===== config.mk =====
export PLATFORM = sky130hd
export DESIGN_NAME = lpi_sensor_core
export DESIGN_NICKNAME = d
export VERILOG_FILES = /design/src/rtl/lpi_pkg.sv /design/src/rtl/lpi_i2c_slave.sv /design/src/rtl/lpi_sensor_core.sv
export VERILOG_INCLUDE_DIRS = /design/src /design/src/rtl
export SDC_FILE = /design/constraint.sdc
export NUM_CORES = 1
export LEC_CHECK = 0
export BUFFER_PORTS_ARGS = -buffer_cell sky130_fd_sc_hd__buf_2
export CAP_MARGIN = 20
export CORE_MARGIN = 2
export CORE_UTILIZATION = 40
export CTS_BUF_LIST = sky130_fd_sc_hd__clkbuf_8
export CTS_CLUSTER_DIAMETER = 50
export DETAILED_ROUTE_END_ITERATION = 7
export PLACE_DENSITY = 0.61
export SLEW_MARGIN = 20
export SYNTH_ARGS = -nofsm -noshare
export SYNTH_HDL_FRONTEND = slang
export SYNTH_HIERARCHICAL = 1
export SYNTH_SLANG_ARGS = --single-unit

===== constraint.sdc =====
create_clock -name clk_sys -period 6.25 [get_ports clk_sys]
set_input_delay 1.25 -clock clk_sys [delete_from_list [all_inputs] [get_ports clk_sys]]
set_output_delay 1.25 -clock clk_sys [all_outputs]
set_load 0.01 [all_outputs]

===== src/rtl/lpi_params.svh =====
// Purpose: Constants of the light and proximity interrupt logic.
// Assumes: A 10 MHz system clock.
// Notes:   Times keep their printed unit; cycle counts derive from them.
`ifndef LPI_PARAMS_SVH
`define LPI_PARAMS_SVH

`define LPI_CLK_HZ          10000000
`define LPI_ALS_PERIOD_MS   100
`define LPI_PROX_CONV_US    540
`define LPI_EMIT_ON_US      100
`define LPI_PROX_PERIOD_MS  800

`define LPI_ALS_CYCLES      (`LPI_CLK_HZ / 1000 * `LPI_ALS_PERIOD_MS)
`define LPI_PROX_CONV_CYC   (`LPI_CLK_HZ / 1000000 * `LPI_PROX_CONV_US)
`define LPI_EMIT_CYCLES     (`LPI_CLK_HZ / 1000000 * `LPI_EMIT_ON_US)
`define LPI_PROX_CYCLES     (`LPI_CLK_HZ / 1000 * `LPI_PROX_PERIOD_MS)

`define LPI_ALS_WIDTH       12
`define LPI_PROX_WIDTH      8
`define LPI_ALS_FULL        12'hFFF
`define LPI_PROX_FULL       8'hFF

// Word indices; the byte address is four times the index.
`define LPI_IDX_CTRL        3'h0
`define LPI_IDX_ALS_LO      3'h1
`define LPI_IDX_ALS_HI      3'h2
`define LPI_IDX_PROX_THR    3'h3
`define LPI_IDX_ALS_DATA    3'h4
`define LPI_IDX_PROX_DATA   3'h5
`define LPI_IDX_STATUS      3'h6
`define LPI_IDX_MASK        3'h7

`define LPI_CTRL_ALS_EN     0
`define LPI_CTRL_PROX_EN    1
`define LPI_CTRL_PERS_LO    2
`define LPI_CTRL_BOTH       4
`define LPI_CTRL_BITS       5

`define LPI_ST_ALS          0
`define LPI_ST_PROX         1
`define LPI_ST_BOTH         2
`define LPI_ST_ALS_DONE     3
`define LPI_ST_PROX_DONE    4
`define LPI_ST_BITS         5

`define LPI_RST_CTRL        5'h00
`define LPI_RST_ALS_LO      12'h000
`define LPI_RST_ALS_HI      12'hFFF
`define LPI_RST_PROX_THR    8'hFF
`define LPI_RST_MASK        5'h00

`define LPI_BASE_ADDR       7'h44
`endif


===== src/rtl/lpi_pkg.sv =====
// Purpose: Types shared by the light and proximity interrupt logic.
// Assumes: Nothing.
// Notes:   Constants live in lpi_params.svh.
package lpi_pkg;
	typedef enum logic [3:0] {
		I2C_IDLE, I2C_ADDR, I2C_ADDR_ACK, I2C_PTR, I2C_PTR_ACK,
		I2C_WR, I2C_WR_ACK, I2C_RD, I2C_RD_ACK
	} lpi_i2c_state_type;
endpackage


===== src/rtl/lpi_i2c_slave.sv =====
// Purpose: Byte-wide serial-bus slave with a register pointer.
// Assumes: sclIn and sdaIn are already synchronised to clk_sys.
// Notes:   First written byte after the address sets the pointer; it then auto-increments.
`timescale 1ns/1ps
module lpi_i2c_slave (
	// Clock and reset
	input  wire logic       clk_sys,
	input  wire logic       reset,
	// Bus lines, synchronised
	input  wire logic       sclIn,
	input  wire logic       sdaIn,
	output logic            sdaOeN,
	// Device address
	input  wire logic [6:0] slaveAddr,
	// Register side
	output logic [7:0]      regAddr,
	output logic            wrStrobe,
	output logic [7:0]      wrData,
	input  wire logic [7:0] rdData
);
	lpi_pkg::lpi_i2c_state_type state, next_state;
	logic [3:0] bitCnt, next_bitCnt;
	logic [7:0] shift, next_shift;
	logic [7:0] ptr, next_ptr;
	logic       drive, next_drive;
	logic       nack, next_nack;
	logic       sclPrev, sdaPrev;
	logic       sclRise, sclFall, startCond, stopCond;

	assign sclRise   = sclIn & ~sclPrev;
	assign sclFall   = ~sclIn & sclPrev;
	assign startCond = sclIn & sclPrev & sdaPrev & ~sdaIn;
	assign stopCond  = sclIn & sclPrev & ~sdaPrev & sdaIn;
	assign sdaOeN    = ~drive;
	assign regAddr   = ptr;
	assign wrData    = shift;

	always_comb begin
		next_state  = state;
		next_bitCnt = bitCnt;
		next_shift  = shift;
		next_ptr    = ptr;
		next_drive  = drive;
		next_nack   = nack;
		wrStrobe    = 1'b0;
		if (startCond) begin
			next_state  = lpi_pkg::I2C_ADDR;
			next_bitCnt = 4'h0;
			next_drive  = 1'b0;
		end else if (stopCond) begin
			next_state = lpi_pkg::I2C_IDLE;
			next_drive = 1'b0;
		end else begin
			case (state)
				lpi_pkg::I2C_ADDR, lpi_pkg::I2C_PTR, lpi_pkg::I2C_WR: begin
					if (sclRise) begin
						next_shift  = {shift[6:0], sdaIn};
						next_bitCnt = bitCnt + 4'h1;
					end else if (sclFall && bitCnt == 4'h8) begin
						next_drive = 1'b1;
						if (state == lpi_pkg::I2C_ADDR) begin
							if (shift[7:1] == slaveAddr) begin
								next_nack  = shift[0];
								next_state = lpi_pkg::I2C_ADDR_ACK;
							end else begin
								next_drive = 1'b0;
								next_state = lpi_pkg::I2C_IDLE;
							end
						end else if (state == lpi_pkg::I2C_PTR) begin
							next_ptr   = shift;
							next_state = lpi_pkg::I2C_PTR_ACK;
						end else begin
							wrStrobe   = 1'b1;
							next_state = lpi_pkg::I2C_WR_ACK;
						end
					end
				end
				lpi_pkg::I2C_ADDR_ACK: begin
					if (sclFall) begin
						next_bitCnt = 4'h0;
						if (nack) begin
							next_shift = rdData;
							next_drive = ~rdData[7];
							next_state = lpi_pkg::I2C_RD;
						end else begin
							next_drive = 1'b0;
							next_state = lpi_pkg::I2C_PTR;
						end
					end
				end
				lpi_pkg::I2C_PTR_ACK, lpi_pkg::I2C_WR_ACK: begin
					if (sclFall) begin
						next_drive  = 1'b0;
						next_bitCnt = 4'h0;
						next_state  = lpi_pkg::I2C_WR;
						if (state == lpi_pkg::I2C_WR_ACK) begin
							next_ptr = ptr + 8'h01;
						end
					end
				end
				lpi_pkg::I2C_RD: begin
					if (sclRise) begin
						next_bitCnt = bitCnt + 4'h1;
					end else if (sclFall) begin
						if (bitCnt == 4'h8) begin
							next_drive = 1'b0;
							next_ptr   = ptr + 8'h01;
							next_state = lpi_pkg::I2C_RD_ACK;
						end else begin
							next_shift = {shift[6:0], 1'b0};
							next_drive = ~shift[6];
						end
					end
				end
				lpi_pkg::I2C_RD_ACK: begin
					if (sclRise) begin
						next_nack = sdaIn;
					end else if (sclFall) begin
						if (nack) begin
							next_state = lpi_pkg::I2C_IDLE;
						end else begin
							next_bitCnt = 4'h0;
							next_shift  = rdData;
							next_drive  = ~rdData[7];
							next_state  = lpi_pkg::I2C_RD;
						end
					end
				end
				default: begin
					next_drive = 1'b0;
				end
			endcase
		end
	end

	always_ff @(posedge clk_sys) begin
		if (reset) begin
			state   <= lpi_pkg::I2C_IDLE;
			bitCnt  <= 4'h0;
			shift   <= 8'h00;
			ptr     <= 8'h00;
			drive   <= 1'b0;
			nack    <= 1'b0;
			sclPrev <= 1'b1;
			sdaPrev <= 1'b1;
		end else begin
			state   <= next_state;
			bitCnt  <= next_bitCnt;
			shift   <= next_shift;
			ptr     <= next_ptr;
			drive   <= next_drive;
			nack    <= next_nack;
			sclPrev <= sclIn;
			sdaPrev <= sdaIn;
		end
	end
endmodule


===== src/rtl/lpi_sensor_core.sv =====
// Purpose: Conversion sequencing, thresholds, persistence and interrupts of the sensor.
// Assumes: Converter raw results arrive on clk_sys; bus pins come from outside.
// Notes:   Registers are reachable over APB and over the serial-bus slave.
// Functional notes
// - Ambient and proximity conversions run on separate timers, never waiting for each other.
// - The ambient converter delivers one sample every 100 ms.
// - Each proximity cycle fires the emitter driver and converts for 540 us.
// - The emitter is on for 100 us per cycle and cycles repeat every 800 ms.
// - An interrupt event drives the interrupt pin and sets readable status bits; here the pin follows only status bits whose mask bit is set.
// - An ambient result below the low or above the high threshold is a trigger.
// - A proximity result above its threshold is a trigger.
// - Each channel has its own programmable threshold registers.
// - Persistence of 1, 4, 8 or 16 consecutive triggers is needed before an interrupt.
// - In combined mode only simultaneous ambient and proximity triggers interrupt; the conversion-done events still reach the pin too.
// - The interrupt pin is open drain, pulling low only while asserted.
// - The host reaches the device over the serial bus with the device as slave.
// - Results are 12-bit and 8-bit counts that saturate at full scale.
// - With both enables clear all conversions and emitter pulses stop.
//
// The register offsets and the APB slave port are this design's own decisions.
`timescale 1ns/1ps
`include "lpi_params.svh"
module lpi_sensor_core #(
	parameter int ALS_CYCLES  = `LPI_ALS_CYCLES,
	parameter int PROX_CONV   = `LPI_PROX_CONV_CYC,
	parameter int PROX_CYCLES = `LPI_PROX_CYCLES,
	parameter int EMIT_CYCLES = `LPI_EMIT_CYCLES
) (
	// Clock and reset
	input  wire logic        clk_sys,
	input  wire logic        reset,
	// APB slave
	input  wire logic        psel,
	input  wire logic        penable,
	input  wire logic        pwrite,
	input  wire logic [7:0]  paddr,
	input  wire logic [31:0] pwdata,
	output logic [31:0]      prdata,
	output logic             pready,
	output logic             pslverr,
	// Converter raw results
	input  wire logic [15:0] alsRaw,
	input  wire logic [15:0] proxRaw,
	// Serial bus and address select
	input  wire logic        sclIn,
	input  wire logic        sdaIn,
	output logic             sdaOut,
	output logic             sdaOeN,
	input  wire logic        slaveAddrSelectPin,
	// Emitter driver and interrupt
	output logic             emitterSinkDriverPin,
	output logic             irqPinOut,
	output logic             irqPinOeN,
	output logic             irq
);
	localparam logic [23:0] ALS_LAST  = 24'(ALS_CYCLES - 1);
	localparam logic [23:0] PROX_LAST = 24'(PROX_CYCLES - 1);
	localparam logic [23:0] CONV_LAST = 24'(PROX_CONV - 1);
	localparam logic [23:0] EMIT_END  = 24'(EMIT_CYCLES);

	logic [`LPI_CTRL_BITS-1:0] ctrl, next_ctrl;
	logic [11:0] alsLo, next_alsLo, alsHi, next_alsHi, alsData, next_alsData;
	logic [7:0]  proxThr, next_proxThr, proxData, next_proxData;
	logic [`LPI_ST_BITS-1:0] status, next_status, mask, next_mask, setBits, gate;
	logic [23:0] alsTimer, next_alsTimer, proxTimer, next_proxTimer;
	logic [4:0]  alsCnt, next_alsCnt, proxCnt, next_proxCnt, bothCnt, next_bothCnt;
	logic [4:0]  persist;
	logic        alsTrig, next_alsTrig, proxTrig, next_proxTrig;
	logic        emitter, next_emitter;
	logic [31:0] next_prdata;
	logic [1:0]  sclSync, sdaSync, addrSync;
	logic        alsDone, proxDone, apbWrite, i2cWrite, wrEn;
	logic [2:0]  wrIdx;
	logic [31:0] wrData, wrMask, i2cWord;
	logic [7:0]  i2cAddr, i2cWrData, i2cRdData;
	logic [11:0] alsSat;
	logic [7:0]  proxSat;

	function automatic logic [31:0] regRead(input logic [2:0] idx,
		input logic [`LPI_CTRL_BITS-1:0] c, input logic [11:0] lo, input logic [11:0] hi,
		input logic [7:0] pt, input logic [11:0] ad, input logic [7:0] pd,
		input logic [`LPI_ST_BITS-1:0] st, input logic [`LPI_ST_BITS-1:0] mk);
		logic [31:0] value;
		value = 32'h0000_0000;
		case (idx)
			`LPI_IDX_CTRL:      value = 32'(c);
			`LPI_IDX_ALS_LO:    value = 32'(lo);
			`LPI_IDX_ALS_HI:    value = 32'(hi);
			`LPI_IDX_PROX_THR:  value = 32'(pt);
			`LPI_IDX_ALS_DATA:  value = 32'(ad);
			`LPI_IDX_PROX_DATA: value = 32'(pd);
			`LPI_IDX_STATUS:    value = 32'(st);
			`LPI_IDX_MASK:      value = 32'(mk);
			default:            value = 32'h0000_0000;
		endcase
		return value;
	endfunction

	// The serial bus stays a level input: two flops, then the slave finds the edges.
	lpi_i2c_slave u_i2c (
		.clk_sys   (clk_sys),
		.reset     (reset),
		.sclIn     (sclSync[1]),
		.sdaIn     (sdaSync[1]),
		.sdaOeN    (sdaOeN),
		.slaveAddr (7'({`LPI_BASE_ADDR >> 1, addrSync[1]})),
		.regAddr   (i2cAddr),
		.wrStrobe  (i2cWrite),
		.wrData    (i2cWrData),
		.rdData    (i2cRdData)
	);

	assign sdaOut    = 1'b0;
	assign pready    = 1'b1;
	assign pslverr   = psel & penable & (paddr[7:5] != 3'h0 || paddr[1:0] != 2'h0);
	assign apbWrite  = psel & penable & pwrite & ~pslverr;
	assign i2cWord   = regRead(i2cAddr[4:2], ctrl, alsLo, alsHi, proxThr, alsData,
		proxData, status, mask);
	assign i2cRdData = (i2cAddr[7:5] != 3'h0) ? 8'h00 : i2cWord[8*i2cAddr[1:0] +: 8];
	assign emitterSinkDriverPin = emitter;
	assign irqPinOut = 1'b0;

	// Saturate the raw converter counts at full scale.
	assign alsSat  = (alsRaw > 16'(`LPI_ALS_FULL)) ? `LPI_ALS_FULL : alsRaw[11:0];
	assign proxSat = (proxRaw > 16'(`LPI_PROX_FULL)) ? `LPI_PROX_FULL : proxRaw[7:0];

	// APB wins a collision with a serial-bus byte write; that byte is lost.
	always_comb begin
		wrEn   = apbWrite | i2cWrite;
		wrIdx  = apbWrite ? paddr[4:2] : i2cAddr[4:2];
		wrData = apbWrite ? pwdata : {4{i2cWrData}};
		wrMask = apbWrite ? 32'hFFFF_FFFF : (32'h0000_00FF << (8 * i2cAddr[1:0]));
		if (!apbWrite && i2cAddr[7:5] != 3'h0) begin
			wrEn = 1'b0;
		end
		case (ctrl[`LPI_CTRL_PERS_LO +: 2])
			2'h0:    persist = 5'h01;
			2'h1:    persist = 5'h04;
			2'h2:    persist = 5'h08;
			default: persist = 5'h10;
		endcase
	end

	always_comb begin
		next_ctrl     = ctrl;
		next_alsLo    = alsLo;
		next_alsHi    = alsHi;
		next_proxThr  = proxThr;
		next_mask     = mask;
		next_alsData  = alsData;
		next_proxData = proxData;
		next_alsTrig  = alsTrig;
		next_proxTrig = proxTrig;
		next_alsCnt   = alsCnt;
		next_proxCnt  = proxCnt;
		next_bothCnt  = bothCnt;
		setBits       = '0;
		next_status   = status;
		next_prdata   = regRead(paddr[4:2], ctrl, alsLo, alsHi, proxThr, alsData,
			proxData, status, mask);
		if (paddr[7:5] != 3'h0 || paddr[1:0] != 2'h0) begin
			next_prdata = 32'h0000_0000;
		end
		// Separate thresholds per channel.
		if (wrEn) begin
			case (wrIdx)
				`LPI_IDX_CTRL:     next_ctrl = (ctrl & ~wrMask[4:0]) | (wrData[4:0] & wrMask[4:0]);
				`LPI_IDX_ALS_LO:   next_alsLo = (alsLo & ~wrMask[11:0]) | (wrData[11:0] & wrMask[11:0]);
				`LPI_IDX_ALS_HI:   next_alsHi = (alsHi & ~wrMask[11:0]) | (wrData[11:0] & wrMask[11:0]);
				`LPI_IDX_PROX_THR: next_proxThr = (proxThr & ~wrMask[7:0]) | (wrData[7:0] & wrMask[7:0]);
				`LPI_IDX_STATUS:   next_status = status & ~(wrData[4:0] & wrMask[4:0]);
				`LPI_IDX_MASK:     next_mask = (mask & ~wrMask[4:0]) | (wrData[4:0] & wrMask[4:0]);
				default:           next_status = next_status;
			endcase
		end
		if (alsDone) begin
			next_alsData = alsSat;
			next_alsTrig = (alsSat < alsLo) || (alsSat > alsHi);
			setBits[`LPI_ST_ALS_DONE] = 1'b1;
			next_alsCnt = next_alsTrig ? ((alsCnt < 5'h10) ? alsCnt + 5'h01 : alsCnt) : 5'h00;
			setBits[`LPI_ST_ALS] = next_alsTrig && next_alsCnt >= persist;
		end
		if (proxDone) begin
			next_proxData = proxSat;
			next_proxTrig = proxSat > proxThr;
			setBits[`LPI_ST_PROX_DONE] = 1'b1;
			next_proxCnt = next_proxTrig ? ((proxCnt < 5'h10) ? proxCnt + 5'h01 : proxCnt) : 5'h00;
			setBits[`LPI_ST_PROX] = next_proxTrig && next_proxCnt >= persist;
		end
		// Combined count steps or clears once in each cycle in which either channel completes a measurement.
		if (alsDone || proxDone) begin
			if (next_alsTrig && next_proxTrig) begin
				next_bothCnt = (bothCnt < 5'h10) ? bothCnt + 5'h01 : bothCnt;
			end else begin
				next_bothCnt = 5'h00;
			end
			setBits[`LPI_ST_BOTH] = next_alsTrig && next_proxTrig && next_bothCnt >= persist;
		end
		// A new event wins over a clear written in the same cycle.
		next_status = next_status | setBits;
	end

	// Independent timers for the two converters.
	always_comb begin
		alsDone        = 1'b0;
		proxDone       = 1'b0;
		next_alsTimer  = 24'h00_0000;
		next_proxTimer = 24'h00_0000;
		next_emitter   = 1'b0;
		if (ctrl[`LPI_CTRL_ALS_EN]) begin
			alsDone       = (alsTimer == ALS_LAST);
			next_alsTimer = alsDone ? 24'h00_0000 : alsTimer + 24'h00_0001;
		end
		if (ctrl[`LPI_CTRL_PROX_EN]) begin
			proxDone       = (proxTimer == CONV_LAST);
			next_proxTimer = (proxTimer == PROX_LAST) ? 24'h00_0000 : proxTimer + 24'h00_0001;
			next_emitter   = (proxTimer < EMIT_END);
		end
		// Both enables clear leaves timers and emitter at rest.
	end

	// Combined mode blocks the single-channel events; the joint and conversion-done events reach the pin.
	assign gate = ctrl[`LPI_CTRL_BOTH] ? 5'b11100 : 5'b11011;
	assign irq = |(status & mask & gate);
	assign irqPinOeN = ~irq;

	always_ff @(posedge clk_sys) begin
		if (reset) begin
			ctrl      <= `LPI_RST_CTRL;
			alsLo     <= `LPI_RST_ALS_LO;
			alsHi     <= `LPI_RST_ALS_HI;
			proxThr   <= `LPI_RST_PROX_THR;
			mask      <= `LPI_RST_MASK;
			status    <= '0;
			alsData   <= 12'h000;
			proxData  <= 8'h00;
			alsTrig   <= 1'b0;
			proxTrig  <= 1'b0;
			alsCnt    <= 5'h00;
			proxCnt   <= 5'h00;
			bothCnt   <= 5'h00;
			alsTimer  <= 24'h00_0000;
			proxTimer <= 24'h00_0000;
			emitter   <= 1'b0;
			prdata    <= 32'h0000_0000;
			sclSync   <= 2'h3;
			sdaSync   <= 2'h3;
			addrSync  <= 2'h0;
		end else begin
			ctrl      <= next_ctrl;
			alsLo     <= next_alsLo;
			alsHi     <= next_alsHi;
			proxThr   <= next_proxThr;
			mask      <= next_mask;
			status    <= next_status;
			alsData   <= next_alsData;
			proxData  <= next_proxData;
			alsTrig   <= next_alsTrig;
			proxTrig  <= next_proxTrig;
			alsCnt    <= next_alsCnt;
			proxCnt   <= next_proxCnt;
			bothCnt   <= next_bothCnt;
			alsTimer  <= next_alsTimer;
			proxTimer <= next_proxTimer;
			emitter   <= next_emitter;
			prdata    <= next_prdata;
			sclSync   <= {sclSync[0], sclIn};
			sdaSync   <= {sdaSync[0], sdaIn};
			addrSync  <= {addrSync[0], slaveAddrSelectPin};
		end
	end
endmodule


==> summary.txt, run 1 <==
Setup path
  • R2R depth: 14
  • Critical Path Sink Type: flop
  • Arrival @ worst endpoint: 5.09 ns
  • Worst-path fanout max: 13
  • Worst setup endpoint: status[2]$_SDFF_PP0_
  • CP max stage cell: a31oi_2
  • Worst-path cell chain: buf_2 -> nor4_2 -> buf_4 -> nand2b_1 -> ha_1 -> a21oi_1 -> nand2_1 -> a221oi_1 -> o21ai_0 -> a31oi_2 -> o211ai_1 -> ha_1 -> nand4bb_1 -> a21o_1 -> a21o_1 -> a21o_1 -> nand4_1 -> a21oi_1
  • Kind of critical path: in -> reg
  • RR Startpoint: alsTimer[0]$_SDFF_PP0_
  • Critical path data required time: 6.59 ns
  • Startpoint Class: primary input
  • Worst reg2reg setup slack: 2.16 ns
  • CP most frequent cell: a21o_1
  • Max incr delay on CP: 0.56 ns
  • Crit path from: alsRaw[15]
  • Reg2Reg Capture Point: status[2]$_SDFF_PP0_

Drt
  • Vias per Instance: 5.529
  • Antenna Nets Post-Route: 0
  • DR iter-0 viols: 624
  • DR DRC count: 0
  • Vias: 9471
  • WL final: 27.59 mm
  • Wirelength per Cell: 16.11 um
  • 1st-pass router iterations: 5

Run
  • Max Cap Viol: 0

Synth
  • Ys async rst share: 0%
  • Synth Register Bits: 179
  • Dominant synthesized flop cell: dfxtp_1
  • Sequential share of the synthesized area: 33.47%
  • Cells after Synth: 1322
  • Netlist Area Pre-Place: 10710 um^2
  • Avg Inst Size Synth: 8.100 um^2
  • Yosys warns: 6
  • Distinct cells, synth: 88
  • Number of synthesized flops with an enable pin: 0

Power
  • Int Pwr: 1.532 mW
  • Switching share of total power: 27.74%
  • Total power divided by cell area: 182.1 nW/um^2
  • Switch Pwr: 588.2 uW
  • Maximum VDD drop: 0.1285 mV
  • Power share of the clock group: 40.0%
  • Leakage dissipation: 4.542 nW
  • Flop pwr share: 54.2%
  • Combinational Power Share: 5.8%

Global route
  • First-pass GRT wire length: 44.09 mm
  • Initial antenna violation count: 0
  • Largest net degree at the start of global routing: 62
  • Grt ovf: 0
  • GR Util All Layers: 19.37%
  • Vias in the first global route: 8584

Clock tree
  • CTS Buf Count: 17
  • Clk slew on worst S/H paths: 0.12 ns
  • Max Buffers Root-to-Sink: 2
  • TritonCTS clock tree: built
  • CTS H-tree depth: 4
  • Post-cts gate resize count: 0
  • CTS sink cnt: 179
  • Worst-Skew Late Latency: 0.48 ns
  • Post-CTS Setup Bufs: 0
  • Hold-fix buffers, CTS: 0
  • Clock root buffer: clkbuf_8

Placed design
  • Routability cong.: 0.8619
  • IO buf count: 76
  • Detailed-placement wirelength estimate: 20.11 mm
  • Placed insts: 1680
  • DP Worst Slack: 1.021 ns

STA
  • Tmin final: 4.749 ns
  • Max-slew headroom: 36.92%
  • Worst Skew: 0.03039 ns
  • Slew Limit Fails: 0
  • Hold WS: 0.4045 ns
  • Setup-failing EPs final: 0
  • Setup Total Neg Slack: 0 ns
  • Final Hold Viols: 0
  • Fmax: 210.6 MHz
  • RSZ-0062 raised after global routing: false
  • Worst Slack Setup Final: 1.501 ns
  • Period utilization: 75.98%
  • Slew at the pin closest to its max-slew limit: 0.9442 ns

Layout
  • Final nets: 1496
  • Post-route insts no fill: 1713
  • Most common cell after layout, fill and taps aside: dfxtp_1
  • Syn-to-layout area delta: 8.775%
  • Antenna cells: 0
  • Layout cell share with drive strength beyond 1: 12.63%
  • Most frequent cells in the layout: dfxtp_1, nor2_1, nand2_1
  • Final core occ: 44.45%

Min path
  • Worst hold path stage count: 1
  • HP Class: reg -> reg

Die
  • Die Area: 28090 um^2
  • Row cnt: 59
  • # IOs: 120
  • DIE WIDTH: 167.6 um
  • Core ar.: 26210 um^2
  • Die H: 167.6 um
  • Initial core utilization: 40.86%

Status
  • Status: complete, no violations
## worst min path at each step
stage	startpoint	endpoint	slack, ns
finish	sclSync[0]$_SDFF_PP1_	sclSync[1]$_SDFF_PP1_	0.40
global route	sdaSync[0]$_SDFF_PP1_	sdaSync[1]$_SDFF_PP1_	0.41
CTS	sclSync[0]$_SDFF_PP1_	sclSync[1]$_SDFF_PP1_	0.41
detailed placement	sclSync[0]$_SDFF_PP1_	sclSync[1]$_SDFF_PP1_	0.40
global placement	sdaSync[0]$_SDFF_PP1_	sdaSync[1]$_SDFF_PP1_	0.40
floorplan	sclSync[0]$_SDFF_PP1_	sclSync[1]$_SDFF_PP1_	0.39
## critical path: cells and delay by family
kind / cells / cell delay [ns]
AOI/OAI and AO/OA: 9 / 2.18
adders and majority gates: 2 / 0.64
buffers and inverters: 2 / 0.32
and+or+nand+nor: 5 / 0.69
## Yosys cell counts, drive strengths merged (7+ instances only)
cell type / count / area (um^2)
a31oi: 12 / 87.58
a211oi: 40 / 305.3
ha: 51 / 638.1
buf: 47 / 311.5
inv: 50 / 187.7
a22oi: 16 / 120.1
a221oi: 10 / 93.84
nand4: 23 / 143.9
a21o: 9 / 67.56
nor2b: 32 / 200.2
and2: 13 / 83.84
dfxtp: 179 / 3583
o211ai: 29 / 222.7
nor3: 30 / 176.4
mux2i: 39 / 390.4
nand2: 143 / 536.8
nand2b: 32 / 200.2
a21oi: 81 / 412.9
clkbuf: 42 / 157.7
xor2: 26 / 227.7
o21ai: 45 / 247.7
xnor2: 30 / 262.8
nor4: 9 / 56.30
or4: 7 / 56.30
or3: 10 / 62.56
nor2: 166 / 625.6
mux2: 7 / 78.82
or2: 16 / 100.1
nand3: 32 / 160.2
## metal layers
metal / track usage [%] / vias to the layer above / part of all wire (%) / wire (um)
li1: - / 4750 / - / -
met5: 0 / - / 0 / 0
met3: 2.458 / 42 / 5.0 / 1392
met2: 32.91 / 284 / 48 / 13120
met4: 6.352 / 0 / 2.4 / 676
met1: 25.53 / 4395 / 45 / 12410
## area by class of cell
cell class              instances  area, um^2
clock buffers                  17       234.0
clock inverters                15       186.4
fillers                      2628       14560
inverters                      51       191.4
multi-input cells            1030        6571
flip-flops and latches        179        3583
well taps                     335       419.2
repair buffers                 86       461.7
## through the flow
stage | instance area [um^2] | power [mW]
finish | 11650 | 2.121
global route | 11650 | 2.202
CTS | 11640 | 2.142
detailed placement | 11220 | 1.296
global placement | 11210 | 1.295
floorplan | 10810 | 1.266
## power by group through the flow
stage	Clock [mW]	Combinational (mW)	Sequential, mW
detailed placement	0	0.121	1.17
global route	0.917	0.135	1.15
floorplan	0	0.0937	1.17
finish	0.849	0.123	1.15
global placement	0	0.121	1.17
CTS	0.871	0.122	1.15
## cells by family after synthesis
logic type,share of synthesized area (%)
flip-flops,33.47
AO/OA/AOI/OAI,19.13
multiplexers,5.644
AND/OR/NAND/NOR,24.98
other,0.07014
adder cells (fa/ha/maj),5.959
buffers and inverters,6.170
XOR/XNOR,4.581
Power figures use the tool's default switching activity.
==> inputs of run 2 (changes only) <==
Clock period 6.25 ns to 4.4 ns, I/O delays scaled along.
==> run 2 against run 1 <==
Routed wire length up 1.7%. Core utilization up 0.61 points. Power up 40%. Setup slack worse by 1.0 ns. Critical path type unchanged. Largest power group unchanged.
==> summary.txt, run 2 (synthesis results as in run 1) <==
Clock tree
  • Post-CTS Setup Bufs: 0 (unchanged)
  • Worst-Skew Late Latency: 0.49 ns (about the same)
  • CTS Buf Count: 17 (unchanged)
  • Hold-fix buffers, CTS: 0 (unchanged)
  • Clock root buffer: clkbuf_8
  • CTS sink cnt: 179 (unchanged)
  • CTS H-tree depth: 4 (unchanged)
  • Post-cts gate resize count: 0 (unchanged)
  • Clk slew on worst S/H paths: 0.12 ns (about the same)
  • Max Buffers Root-to-Sink: 2 (unchanged)
  • TritonCTS clock tree: built

Power
  • Design Power: 2.974 mW (+40%)
  • Total power divided by cell area: 251.8 nW/um^2 (+38%)
  • Leakage dissipation: 4.639 nW (+2.1%)
  • Maximum VDD drop: 0.2067 mV (+61%)

STA
  • Tmin final: 3.906 ns
  • Setup Total Neg Slack: 0 ns (unchanged)
  • Hold WS: 0.4096 ns (+0.005107 ns)
  • Setup-failing EPs final: 0 (unchanged)
  • Worst Slack Setup Final: 0.4937 ns (-1.008 ns)
  • Slew at the pin closest to its max-slew limit: 1.013 ns (+0.06863 ns)
  • Worst Skew: 0.02131 ns (-0.009082 ns)
  • RSZ-0062 raised after global routing: false
  • Slew Limit Fails: 0 (unchanged)
  • Period utilization: 88.78%
  • Max-slew headroom: 32.39% (-4.5 points)
  • Fmax: 256.0 MHz
  • Final Hold Viols: 0 (unchanged)

Layout
  • Final nets: 1521 (+1.7%)
  • Antenna cells: 0 (unchanged)
  • Most frequent cells in the layout: dfxtp_1, nor2_1, nand2_1
  • Post-layout instance area: 11810 um^2 (+1.4%)
  • Syn-to-layout area delta: 10.27%
  • Final core occ: 45.06% (+0.61 points)
  • Fillers: 2628 (unchanged)
  • Most common cell after layout, fill and taps aside: dfxtp_1
  • Post-route insts no fill: 1738 (+1.5%)
  • Layout cell share with drive strength beyond 1: 14.18% (+1.6 points)

Setup path
  • Critical path data required time: 4.76 ns (-1.83 ns)
  • Max incr delay on CP: 0.38 ns (-0.18 ns)
  • Crit path from: alsRaw[15]
  • CP max stage cell: a221oi_1
  • RR Startpoint: proxTimer[0]$_SDFF_PP0_
  • Worst-path fanout max: 9 (-4)
  • Startpoint Class: primary input
  • Worst-path cell chain: buf_2 -> nor4_2 -> buf_4 -> nand2b_1 -> ha_1 -> a21oi_1 -> nand2_1 -> a221oi_1 -> o21ai_0 -> buf_4 -> a31oi_2 -> buf_4 -> nand2_1 -> nor2_1 -> ha_1 -> a21o_1 -> a21o_1 -> a21o_1 -> nand4_1 -> a21oi_1
  • Kind of critical path: in -> reg
  • CP top delay family: compound AO/OA/AOI/OAI gates
  • CP bufs+invs: 4 (+2)
  • Arrival @ worst endpoint: 4.26 ns (-0.83 ns)
  • Critical Path Sink Type: flop

Drt
  • Antenna Nets Post-Route: 0 (unchanged)
  • DR DRC count: 0 (unchanged)
  • Vias: 9505 (+0.36%)
  • DR iter-0 viols: 682 (+9.3%)
  • Vias per Instance: 5.469 (-1.1%)
  • 1st-pass router iterations: 7 (+2)
  • WL final: 28.06 mm (+1.7%)
  • Wirelength per Cell: 16.15 um (+0.24%)

Die
  • Die H: 167.6 um (unchanged)
  • Initial core utilization: 40.86% (unchanged)
  • Row cnt: 59 (unchanged)
  • DIE WIDTH: 167.6 um (unchanged)
  • # IOs: 120 (unchanged)
  • Core ar.: 26210 um^2 (unchanged)
  • Die Area: 28090 um^2 (unchanged)

Global route
  • Initial antenna violation count: 0 (unchanged)
  • Vias in the first global route: 8748 (+1.9%)
  • Largest net degree at the start of global routing: 61 (-1.6%)
  • Grt ovf: 0 (unchanged)
  • First-pass GRT wire length: 45.22 mm (+2.5%)
  • GR Util All Layers: 19.91% (+0.54 points)

Placed design
  • Placed cell areas: 11410 um^2 (+1.7%)
  • Detailed-placement wirelength estimate: 20.59 mm (+2.4%)
  • DP Worst Slack: -0.005282 ns (-1.026 ns)
  • IO buf count: 76 (unchanged)
  • Routability cong.: 0.9199 (+6.7%)
  • Placed insts: 1706 (+1.5%)

Min path
  • HP Class: reg -> reg
  • Min-delay src: sclSync[0]$_SDFF_PP1_

Run
  • Max Cap Viol: 0 (unchanged)

Status
  • Status: complete, no violations
[run 2: cell types whose count changed in the layout (fill, tap and decap cells not counted)]
cell        before  now
buf_4           10   36
clkinvlp_4       0    2
bufinv_16        1    0
inv_6            2    1
buf_6            1    0
clkinv_8         3    2
inv_12           0    1
[run 2: report_power, final]
group	leakage (nW)	total [mW]	internal, mW	switching [mW]
clock	0.197	1.16	0.431	0.727
sequential	1.44	1.63	1.62	0.00699
combinational	3.00	0.184	0.0707	0.114
[run 2: per-layer routing]
metal  global-route usage [%]  vias to the layer above  part of all wire (%)  wire length (um)
met1                    25.55                     4414                    45             12670
met2                    33.54                      253                    47             13160
li1                         -                     4794                     -                 -
met4                    6.994                        0                   2.8               792
met3                    3.734                       44                   5.1              1437
met5                        0                        -                     0                 0
[run 2: layout make-up]
| type | instances | area [um^2] | area share [%] |
|---|---|---|---|
| multi-input cells | 1030 | 6571 | 55.65 |
| flip-flops and latches | 179 | 3583 | 30.35 |
| repair buffers | 111 | 645.6 | 5.468 |
| well taps | 335 | 419.2 | 3.550 |
| clock buffers | 17 | 234.0 | 1.982 |
| inverters | 51 | 191.4 | 1.621 |
| clock inverters | 15 | 162.7 | 1.378 |
[run 2: path summary, 6_finish.rpt]
kind / to / slack [ns] / depth (start not counted)
worst min register to register: sclSync[1]$_SDFF_PP1_ / 0.41 / 1
worst max-delay path: status[2]$_SDFF_PP0_ / 0.49 / 20
worst max register to register: status[2]$_SDFF_PP0_ / 0.93 / 13
worst min-delay path: sclSync[1]$_SDFF_PP1_ / 0.41 / 1
